**config.mk**
```make
export PLATFORM = sky130hd
export DESIGN_NAME = boost_led_fault_status
export DESIGN_NICKNAME = d
export VERILOG_FILES = /design/src/fault_pkg.sv /design/src/boost_led_fault_status.sv
export SDC_FILE = /design/constraint.sdc
export NUM_CORES = 1
export LEC_CHECK = 0
export BUFFER_PORTS_ARGS = -buffer_cell sky130_fd_sc_hd__buf_2
export CORE_ASPECT_RATIO = 2
export CORE_UTILIZATION = 52
export CTS_CLUSTER_SIZE = 28
export DETAILED_ROUTE_END_ITERATION = 8
export PLACE_DENSITY = 0.75
export SKIP_CTS_REPAIR_TIMING = 1
export SYNTH_ARGS = -nofsm -noshare
export SYNTH_HDL_FRONTEND = slang
export SYNTH_SLANG_ARGS = --single-unit
```
**constraint.sdc**
```tcl
create_clock -name clock -period 4.5 [get_ports clock]
set_clock_uncertainty 0.15 [all_clocks]
set_input_delay 0.45 -clock clock [delete_from_list [all_inputs] [get_ports clock]]
set_output_delay 0.45 -clock clock [all_outputs]
set_load 0.005 [all_outputs]
```
**src/fault_pkg.sv**
```systemverilog
package fault_pkg;

  // ----------------------------------------------------------------
  // Register map
  // ----------------------------------------------------------------
  // Register indices; byte address is four times the index
  localparam logic [7:0] BOOST_IDX   = 8'h10;
  localparam logic [7:0] LED_IDX     = 8'h12;
  localparam logic [7:0] INT_EN_IDX  = 8'h20;
  localparam int         ADDR_W      = 10;
  localparam int         DATA_W      = 32;
  localparam int         REG_W       = 16;

  // ----------------------------------------------------------------
  // Field layout
  // ----------------------------------------------------------------
  // Boost register: eight status/clear pairs, status above clear
  localparam int         BOOST_PAIRS = 8;
  localparam int         THERMAL_BIT = 15;
  localparam int         CURRES_BIT  = 13;
  localparam int         STRRES_BIT  = 11;
  localparam int         MODERES_BIT = 9;
  localparam int         FREQRES_BIT = 7;
  localparam int         OCP_BIT     = 5;
  localparam int         OVPH_BIT    = 3;
  localparam int         OVPL_BIT    = 1;
  // Fault register of the LED side
  localparam int         RSVD_BIT    = 15;
  localparam int         TIMEOUT_BIT = 14;
  localparam int         TIMEOUT_CLR = 13;
  localparam int         BADSTR_BIT  = 12;
  localparam int         BADSTR_CLR  = 11;
  localparam int         ANYLED_BIT  = 10;
  localparam int         ANYLED_CLR  = 9;
  localparam int         GND_BIT     = 8;
  localparam int         SHORT_BIT   = 7;
  localparam int         OPEN_BIT    = 6;
  localparam int         CHAN_LSB    = 0;
  localparam int         CHANNELS    = 6;
  // Interrupt enable register: three two-bit fields
  localparam int         EN_TIMEOUT_LSB = 4;
  localparam int         EN_BADSTR_LSB  = 2;
  localparam int         EN_ANYLED_LSB  = 0;

  // ----------------------------------------------------------------
  // Codes and reset values
  // ----------------------------------------------------------------
  localparam logic [1:0]  EN_READ_OFF  = 2'h0;
  localparam logic [1:0]  EN_READ_ON   = 2'h2;
  localparam logic [1:0]  EN_WR_OFF    = 2'h1;
  localparam logic [1:0]  EN_WR_ON     = 2'h3;
  localparam logic        EN_RESET     = 1'b1;
  localparam logic [15:0] FLAGS_RESET  = 16'h0000;
  localparam logic [31:0] UNMAPPED_RD  = 32'h0000_0000;

  // Fault input vector width
  localparam int          EVENTS       = 19;

endpackage : fault_pkg

```
**src/boost_led_fault_status.sv**
```systemverilog
`timescale 1ns/1ps
module boost_led_fault_status (
  input  wire logic                        clock,
  input  wire logic                        reset,
  input  wire logic [fault_pkg::ADDR_W-1:0] address,
  input  wire logic                        read,
  input  wire logic                        write,
  input  wire logic [3:0]                  byteenable,
  input  wire logic [fault_pkg::DATA_W-1:0] writedata,
  output logic      [fault_pkg::DATA_W-1:0] readdata,
  output logic                             waitrequest,
  input  wire logic [7:0]                  boost_fault_in,
  input  wire logic                        bus_timeout_in,
  input  wire logic                        bad_string_in,
  input  wire logic                        channel_ground_short,
  input  wire logic                        channel_internal_short,
  input  wire logic                        channel_open,
  input  wire logic [5:0]                  chan_fault_in,
  output logic                             fault_pin
);

  // ----------------------------------------------------------------
  // Helper functions
  // ----------------------------------------------------------------
  // True when both bits of a status/clear pair are written as one
  function automatic logic pair_clear(input logic [15:0] wd, input int sbit);
    pair_clear = wd[sbit] & wd[sbit-1];
  endfunction : pair_clear

  // Next value of a two-bit enable field from a write code
  function automatic logic en_update(input logic cur, input logic [1:0] code);
    case (code)
      fault_pkg::EN_WR_OFF: en_update = 1'b0;
      fault_pkg::EN_WR_ON:  en_update = 1'b1;
      default:              en_update = cur;
    endcase
  endfunction : en_update

  // True when a byte address selects the word of one register index
  function automatic logic reg_hit(input logic [fault_pkg::ADDR_W-1:0] addr,
                                   input logic [7:0]                   idx);
    reg_hit = addr == {idx, 2'b00};
  endfunction : reg_hit

  // ----------------------------------------------------------------
  // Input synchronisers
  // ----------------------------------------------------------------
  logic [fault_pkg::EVENTS-1:0] ev_raw;
  logic [fault_pkg::EVENTS-1:0] ev_s1_q;
  logic [fault_pkg::EVENTS-1:0] ev_s2_q;
  logic [fault_pkg::EVENTS-1:0] ev_s3_q;
  logic [fault_pkg::EVENTS-1:0] ev_q;

  assign ev_raw = {boost_fault_in, bus_timeout_in, bad_string_in, channel_ground_short,
                   channel_internal_short, channel_open, chan_fault_in};

  // Three-stage chain on every fault pin
  always_ff @(posedge clock or posedge reset)
  begin
    if (reset)
    begin
      ev_s1_q <= '0;
      ev_s2_q <= '0;
      ev_s3_q <= '0;
    end
    else
    begin
      ev_s1_q <= ev_raw;
      ev_s2_q <= ev_s1_q;
      ev_s3_q <= ev_s2_q;
    end
  end

  // Accept a level only once stages two and three agree
  always_ff @(posedge clock or posedge reset)
  begin
    if (reset)
      ev_q <= '0;
    else
      for (int i = 0; i < fault_pkg::EVENTS; i++)
        if (ev_s2_q[i] == ev_s3_q[i])
          ev_q[i] <= ev_s2_q[i];
  end

  // Unpack the filtered fault levels
  logic [7:0] boost_ev;
  logic       timeout_ev;
  logic       badstr_ev;
  logic       gnd_ev;
  logic       short_ev;
  logic       open_ev;
  logic [5:0] chan_ev;

  assign {boost_ev, timeout_ev, badstr_ev, gnd_ev, short_ev, open_ev, chan_ev} = ev_q;

  // ----------------------------------------------------------------
  // Avalon-MM slave handshake
  // ----------------------------------------------------------------
  logic        wait_q;
  logic [31:0] rdata_q;
  logic        wr_go;
  logic        hit_boost;
  logic        hit_led;
  logic        hit_en;
  logic [15:0] wd;

  // Word decode on byte addresses, four per index
  assign hit_boost = reg_hit(address, fault_pkg::BOOST_IDX);
  assign hit_led   = reg_hit(address, fault_pkg::LED_IDX);
  assign hit_en    = reg_hit(address, fault_pkg::INT_EN_IDX);
  // Write takes effect on the edge where waitrequest is low
  assign wr_go     = write & ~wait_q;
  // Lanes disabled by byteenable are seen as zero
  assign wd        = writedata[15:0] & {{8{byteenable[1]}}, {8{byteenable[0]}}};

  // One wait state, then a single low cycle of waitrequest
  always_ff @(posedge clock or posedge reset)
  begin
    if (reset)
      wait_q <= 1'b1;
    else if ((read | write) & wait_q)
      wait_q <= 1'b0;
    else
      wait_q <= 1'b1;
  end

  // ----------------------------------------------------------------
  // Boost fault flags
  // ----------------------------------------------------------------
  // Index 7 thermal down to 0 over-voltage low, same order as the pins
  logic [7:0] boost_q;
  logic [7:0] boost_clr;
  logic       boost_wr;

  // A boost register write that completes in this cycle
  assign boost_wr = wr_go & hit_boost;

  // Pair clears from a write to the boost register; each fault has its own pair
  always_comb
  begin
    boost_clr = '0;
    if (boost_wr)
    begin
      boost_clr[7] = pair_clear(wd, fault_pkg::THERMAL_BIT);
      boost_clr[6] = pair_clear(wd, fault_pkg::CURRES_BIT);
      boost_clr[5] = pair_clear(wd, fault_pkg::STRRES_BIT);
      boost_clr[4] = pair_clear(wd, fault_pkg::MODERES_BIT);
      boost_clr[3] = pair_clear(wd, fault_pkg::FREQRES_BIT);
      boost_clr[2] = pair_clear(wd, fault_pkg::OCP_BIT);
      boost_clr[1] = pair_clear(wd, fault_pkg::OVPH_BIT);
      boost_clr[0] = pair_clear(wd, fault_pkg::OVPL_BIT);
    end
  end

  // Latch on fault, clear on full pair; a live fault wins over the clear
  always_ff @(posedge clock or posedge reset)
  begin
    if (reset)
      boost_q <= fault_pkg::FLAGS_RESET[7:0];
    else
      boost_q <= boost_ev | (boost_q & ~boost_clr);
  end

  // ----------------------------------------------------------------
  // LED side fault flags
  // ----------------------------------------------------------------
  logic       timeout_q;
  logic       badstr_q;
  logic       anyled_q;
  logic       gnd_q;
  logic       short_q;
  logic       open_q;
  logic [5:0] chan_q;
  logic       timeout_clr;
  logic       badstr_clr;
  logic       anyled_clr;

  assign timeout_clr = wr_go & hit_led & pair_clear(wd, fault_pkg::TIMEOUT_BIT);
  assign badstr_clr  = wr_go & hit_led & pair_clear(wd, fault_pkg::BADSTR_BIT);
  assign anyled_clr  = wr_go & hit_led & pair_clear(wd, fault_pkg::ANYLED_BIT);

  // Bus timeout and string setup flags
  always_ff @(posedge clock or posedge reset)
  begin
    if (reset)
    begin
      timeout_q <= 1'b0;
      badstr_q  <= 1'b0;
    end
    else
    begin
      timeout_q <= timeout_ev | (timeout_q & ~timeout_clr);
      badstr_q  <= badstr_ev | (badstr_q & ~badstr_clr);
    end
  end

  // Aggregate flag and its read-only detail flags share one clear
  always_ff @(posedge clock or posedge reset)
  begin
    if (reset)
    begin
      anyled_q <= 1'b0;
      gnd_q    <= 1'b0;
      short_q  <= 1'b0;
      open_q   <= 1'b0;
      chan_q   <= '0;
    end
    else
    begin
      anyled_q <= (gnd_ev | short_ev | open_ev) | (anyled_q & ~anyled_clr);
      gnd_q    <= gnd_ev | (gnd_q & ~anyled_clr);
      short_q  <= short_ev | (short_q & ~anyled_clr);
      open_q   <= open_ev | (open_q & ~anyled_clr);
      chan_q   <= chan_ev | (chan_q & ~{6{anyled_clr}});
    end
  end

  // ----------------------------------------------------------------
  // Interrupt enables
  // ----------------------------------------------------------------
  logic en_timeout_q;
  logic en_badstr_q;
  logic en_anyled_q;

  // Only codes 1h and 3h change a field
  always_ff @(posedge clock or posedge reset)
  begin
    if (reset)
    begin
      en_timeout_q <= fault_pkg::EN_RESET;
      en_badstr_q  <= fault_pkg::EN_RESET;
      en_anyled_q  <= fault_pkg::EN_RESET;
    end
    else if (wr_go & hit_en)
    begin
      en_timeout_q <= en_update(en_timeout_q, wd[fault_pkg::EN_TIMEOUT_LSB +: 2]);
      en_badstr_q  <= en_update(en_badstr_q, wd[fault_pkg::EN_BADSTR_LSB +: 2]);
      en_anyled_q  <= en_update(en_anyled_q, wd[fault_pkg::EN_ANYLED_LSB +: 2]);
    end
  end

  // ----------------------------------------------------------------
  // Read data
  // ----------------------------------------------------------------
  logic [15:0] boost_rd;
  logic [15:0] led_rd;
  logic [15:0] en_rd;

  // Status bits show flags, clear bits and the reserved bit read zero
  always_comb
  begin
    boost_rd = '0;
    boost_rd[fault_pkg::THERMAL_BIT] = boost_q[7];
    boost_rd[fault_pkg::CURRES_BIT]  = boost_q[6];
    boost_rd[fault_pkg::STRRES_BIT]  = boost_q[5];
    boost_rd[fault_pkg::MODERES_BIT] = boost_q[4];
    boost_rd[fault_pkg::FREQRES_BIT] = boost_q[3];
    boost_rd[fault_pkg::OCP_BIT]     = boost_q[2];
    boost_rd[fault_pkg::OVPH_BIT]    = boost_q[1];
    boost_rd[fault_pkg::OVPL_BIT]    = boost_q[0];
    led_rd = '0;
    led_rd[fault_pkg::RSVD_BIT]      = 1'b0;
    led_rd[fault_pkg::TIMEOUT_BIT]   = timeout_q;
    led_rd[fault_pkg::BADSTR_BIT]    = badstr_q;
    led_rd[fault_pkg::ANYLED_BIT]    = anyled_q;
    led_rd[fault_pkg::GND_BIT]       = gnd_q;
    led_rd[fault_pkg::SHORT_BIT]     = short_q;
    led_rd[fault_pkg::OPEN_BIT]      = open_q;
    led_rd[fault_pkg::CHAN_LSB +: fault_pkg::CHANNELS] = chan_q;
    en_rd = '0;
    en_rd[fault_pkg::EN_TIMEOUT_LSB +: 2] = en_timeout_q ? fault_pkg::EN_READ_ON
                                                         : fault_pkg::EN_READ_OFF;
    en_rd[fault_pkg::EN_BADSTR_LSB +: 2]  = en_badstr_q ? fault_pkg::EN_READ_ON
                                                        : fault_pkg::EN_READ_OFF;
    en_rd[fault_pkg::EN_ANYLED_LSB +: 2]  = en_anyled_q ? fault_pkg::EN_READ_ON
                                                        : fault_pkg::EN_READ_OFF;
  end

  // Read word captured as waitrequest drops; unmapped reads give zero
  always_ff @(posedge clock or posedge reset)
  begin
    if (reset)
      rdata_q <= fault_pkg::UNMAPPED_RD;
    else if (read & wait_q)
    begin
      if (hit_boost)
        rdata_q <= {16'h0000, boost_rd};
      else if (hit_led)
        rdata_q <= {16'h0000, led_rd};
      else if (hit_en)
        rdata_q <= {16'h0000, en_rd};
      else
        rdata_q <= fault_pkg::UNMAPPED_RD;
    end
  end

  // ----------------------------------------------------------------
  // Fault pin
  // ----------------------------------------------------------------
  logic pin_q;
  logic boost_cause;
  logic led_cause;

  // Boost flags always reach the pin; LED side flags pass their enables
  assign boost_cause = |boost_q;
  assign led_cause   = (timeout_q & en_timeout_q) | (badstr_q & en_badstr_q)
                       | (anyled_q & en_anyled_q);

  // Pin follows the flags one cycle later, so a pair clear releases it too
  always_ff @(posedge clock or posedge reset)
  begin
    if (reset)
      pin_q <= 1'b0;
    else
      pin_q <= boost_cause | led_cause;
  end

  assign readdata    = rdata_q;
  assign waitrequest = wait_q;
  assign fault_pin   = pin_q;

endmodule : boost_led_fault_status

```
==> results.py <==
metrics = {
    "route": {
        "vias": 2557,
        "wl_um": 7120,
        "routed_via_density": 5.16,
        "drtPass1Iterations": 5,
        "drc_errors": 0,
        "ant_nets": 0,
        "drtIter0Drc": 257,
        "wire_per_inst_um": 14.4,
    },
    "synth": {
        "synth_compound_area_share_pct": 6.44,
        "ys_seq_area_share_pct": 72.2,
        "ys_ff_latch": 117,
        "synth_edf_count": 0,
        "yosys-top-cells-area": "dfrtp_1, maj3_1, nand2_1",
        "synthAdderAreaFrac_pct": 4.68,
        "synth_top_family_by_area": "simple AND/OR/NAND/NOR gates",
        "yosysWarnings": 0,
        "synth.avg_cell_area_sq_um": 13.9,
        "synthDistinctLibCells": 38,
        "synth-xor-area-share_pct": 0,
        "muxShareOfSynthArea_pct": 1.08,
        "ys.flop_type": "dfrtp_1",
        "synthCells": 293,
        "yosysTopAreaCellShare_pct": 69.6,
        "synthArstFlopShare_pct": 100,
        "yosysTopAreaCell": "dfrtp_1",
        "synth-simple-area-share_pct": 11.7,
        "synthesis.area_sq_mm": 0.00406,
    },
    "clocking": {
        "clock_sinks": 117,
        "cts_root_buffer": "clkbuf_16",
        "htreeDepth": 4,
        "path_clk_slew_ps": 50,
        "cts_made_buffers": 17,
        "clockBufferDepth": 2,
        "clock_latency_ps": 400,
        "cts_tree": "done",
    },
    "placement": {
        "hpwl_um": 4730,
        "dp_slack_ps": 1860,
        "portBuffers": 68,
        "place_area_sq_mm": 0.00444,
        "gp_congestion": 0.924,
    },
    "sta": {
        "setup_slack_ps": 2170,
        "slew_violations": 0,
        "finalHoldViolations": 42,
        "layout_min_cycle_time_ps": 2330,
        "holdWs_ps": -33.0,
        "rsz0062_at_grt": "no",
        "finalCritPeriodShare_pct": 51.8,
        "max_freq_mhz": 429,
        "setup_violations": 0,
        "fin_tns_setup_ps": 0,
        "worst_slew_pin_slew_ps": 1010,
        "max_slew_margin_pct": 31.9,
    },
    "run_status": {
        "violations": "negative hold slack",
        "status": "complete, but fails checks",
    },
    "grt": {
        "grt_pass1_wl_um": 11900,
        "grt_pass1_vias": 2598,
        "grt_max_degree": 49,
        "grt_overflow_total": 0,
        "globalRouteTotalUtil_pct": 19.9,
        "antenna_found_initial": 0,
    },
    "critical_path": {
        "worstReg2RegStart": "waitrequest",
        "rr_endpoint": "boost_q[2]",
        "rr_worst_depth": 3,
        "critPathMaxFanout": 6,
        "crit_arrival_ps": 2410,
        "r2r_setup_slack_ps": 2170,
        "crit_type": "register to register",
        "cp-end-kind": "register",
        "crit_required_ps": 4580,
        "cp-start-kind": "register",
    },
    "floorplanning": {
        "initial_utilization_pct": 53.4,
        "core_area_sq_mm": 0.00760,
        "die_x_um": 64.5,
        "fp.dieArea_sq_mm": 0.00819,
        "boundaryPins": 103,
        "dieHeight_um": 127,
        "rows": 45,
    },
    "power": {
        "power_uw": 2630,
        "power_density_mw_per_mm2": 505,
        "max-vdd-ir-drop_mv": 0.316,
        "p_leak_uw": 0.00232,
    },
    "cells_and_area": {
        "multi_input_area_sq_mm": 0.00103,
        "layout_commonest_cell": "dfrtp_1",
        "seqCellArea_sq_mm": 0.00293,
        "nets": 458,
        "stdcell_area_sq_mm": 0.00522,
        "nFillCells": 576,
        "n_antenna_cell": 0,
        "drive_above_1_share_pct": 27.1,
        "area_delta_synth_final_pct": 28.5,
        "final_cell_mix": "dfrtp_1, buf_2, nand2_1, maj3_1, clkbuf_16",
    },
    "flow_run": {
        "cap_violations": 0,
    },
    "worst_hold_path": {
        "hold_class": "input port to asynchronous set/reset pin",
    },
}
## registers in the layout, summed over array words and instances, names as in the netlist
register	flops
open_q	1
ev_s3_q	19
ev_s1_q	19
short_q	1
fault_pin	1
badstr_q	1
gnd_q	1
readdata	16
ev_q	19
timeout_q	1
boost_q	8
waitrequest	1
en_timeout_q	1
en_anyled_q	1
en_badstr_q	1
chan_q	6
anyled_q	1
ev_s2_q	19
## cells in the mapped netlist (all sizes together) (4+ instances only)
cell type    n
nor2        15
o21ai       14
buf         18
dfrtp      113
a21oi        8
maj3        19
clkbuf       4
or4          4
nor4bb       6
nand2       34
a21o         9
dfstp        4
nor4         4
nor3         5
## area by class of cell
type | instances | share of cell area [%]
tap | 94 | 2.25
clock buffer | 23 | 9.35
multi-input combinational | 168 | 19.7
inverter | 1 | 0.120
sequential | 117 | 56.2
clock inverter | 9 | 2.83
timing repair buffer | 84 | 9.50
## cell families (layout without fill, tap and decap cells)
family                   Yosys count  after routing
flip-flops                       117            117
AND/OR/NAND/NOR                   88             88
AO/OA/AOI/OAI                     41             41
buffers and inverters             23            117
adder cells (fa/ha/maj)           19             19
multiplexers                       4              4
other                              1             16
## stage by stage
stage | util [%] | cells
2_1_floorplan | - | 308
3_3_place_gp | 58.4 | 450
3_5_place_dp | 58.4 | 450
4_1_cts | 66.8 | 482
5_1_grt | 68.6 | 496
6_report | 68.6 | 496
## report_power, final
| group | switching, uW | internal [uW] |
|---|---|---|
| clock network | 425 | 980 |
| logic | 57.4 | 46.6 |
| registers | 25.9 | 1100 |
## how the worst max path moves through the flow
stage,startpoint,endpoint,slack (ps)
6_report,waitrequest,boost_q[2],2170
5_1_grt,waitrequest,boost_q[2],2010
4_1_cts,waitrequest,boost_q[1],2140
3_5_place_dp,address[3],boost_q[1],1860
3_3_place_gp,address[3],boost_q[0],1910
2_1_floorplan,reset,anyled_q,810
## routing by layer
layer | vias to the layer above | wire length (um) | part of all wire (%) | track usage, %
met5 | - | 0 | 0 | 0
met4 | 0 | 246 | 3.5 | 14.0
met3 | 20 | 387 | 5.4 | 6.34
met2 | 102 | 3830 | 54 | 32.5
met1 | 1238 | 2660 | 37 | 21.4
li1 | 1197 | - | - | -
## worst max-delay path: stages, from the launching register on
cell,delay (ps)
dfstp_2,380
nor4bb_1,660
nor4b_1,830
a21oi_1,140
Power figures use the tool's default switching activity.
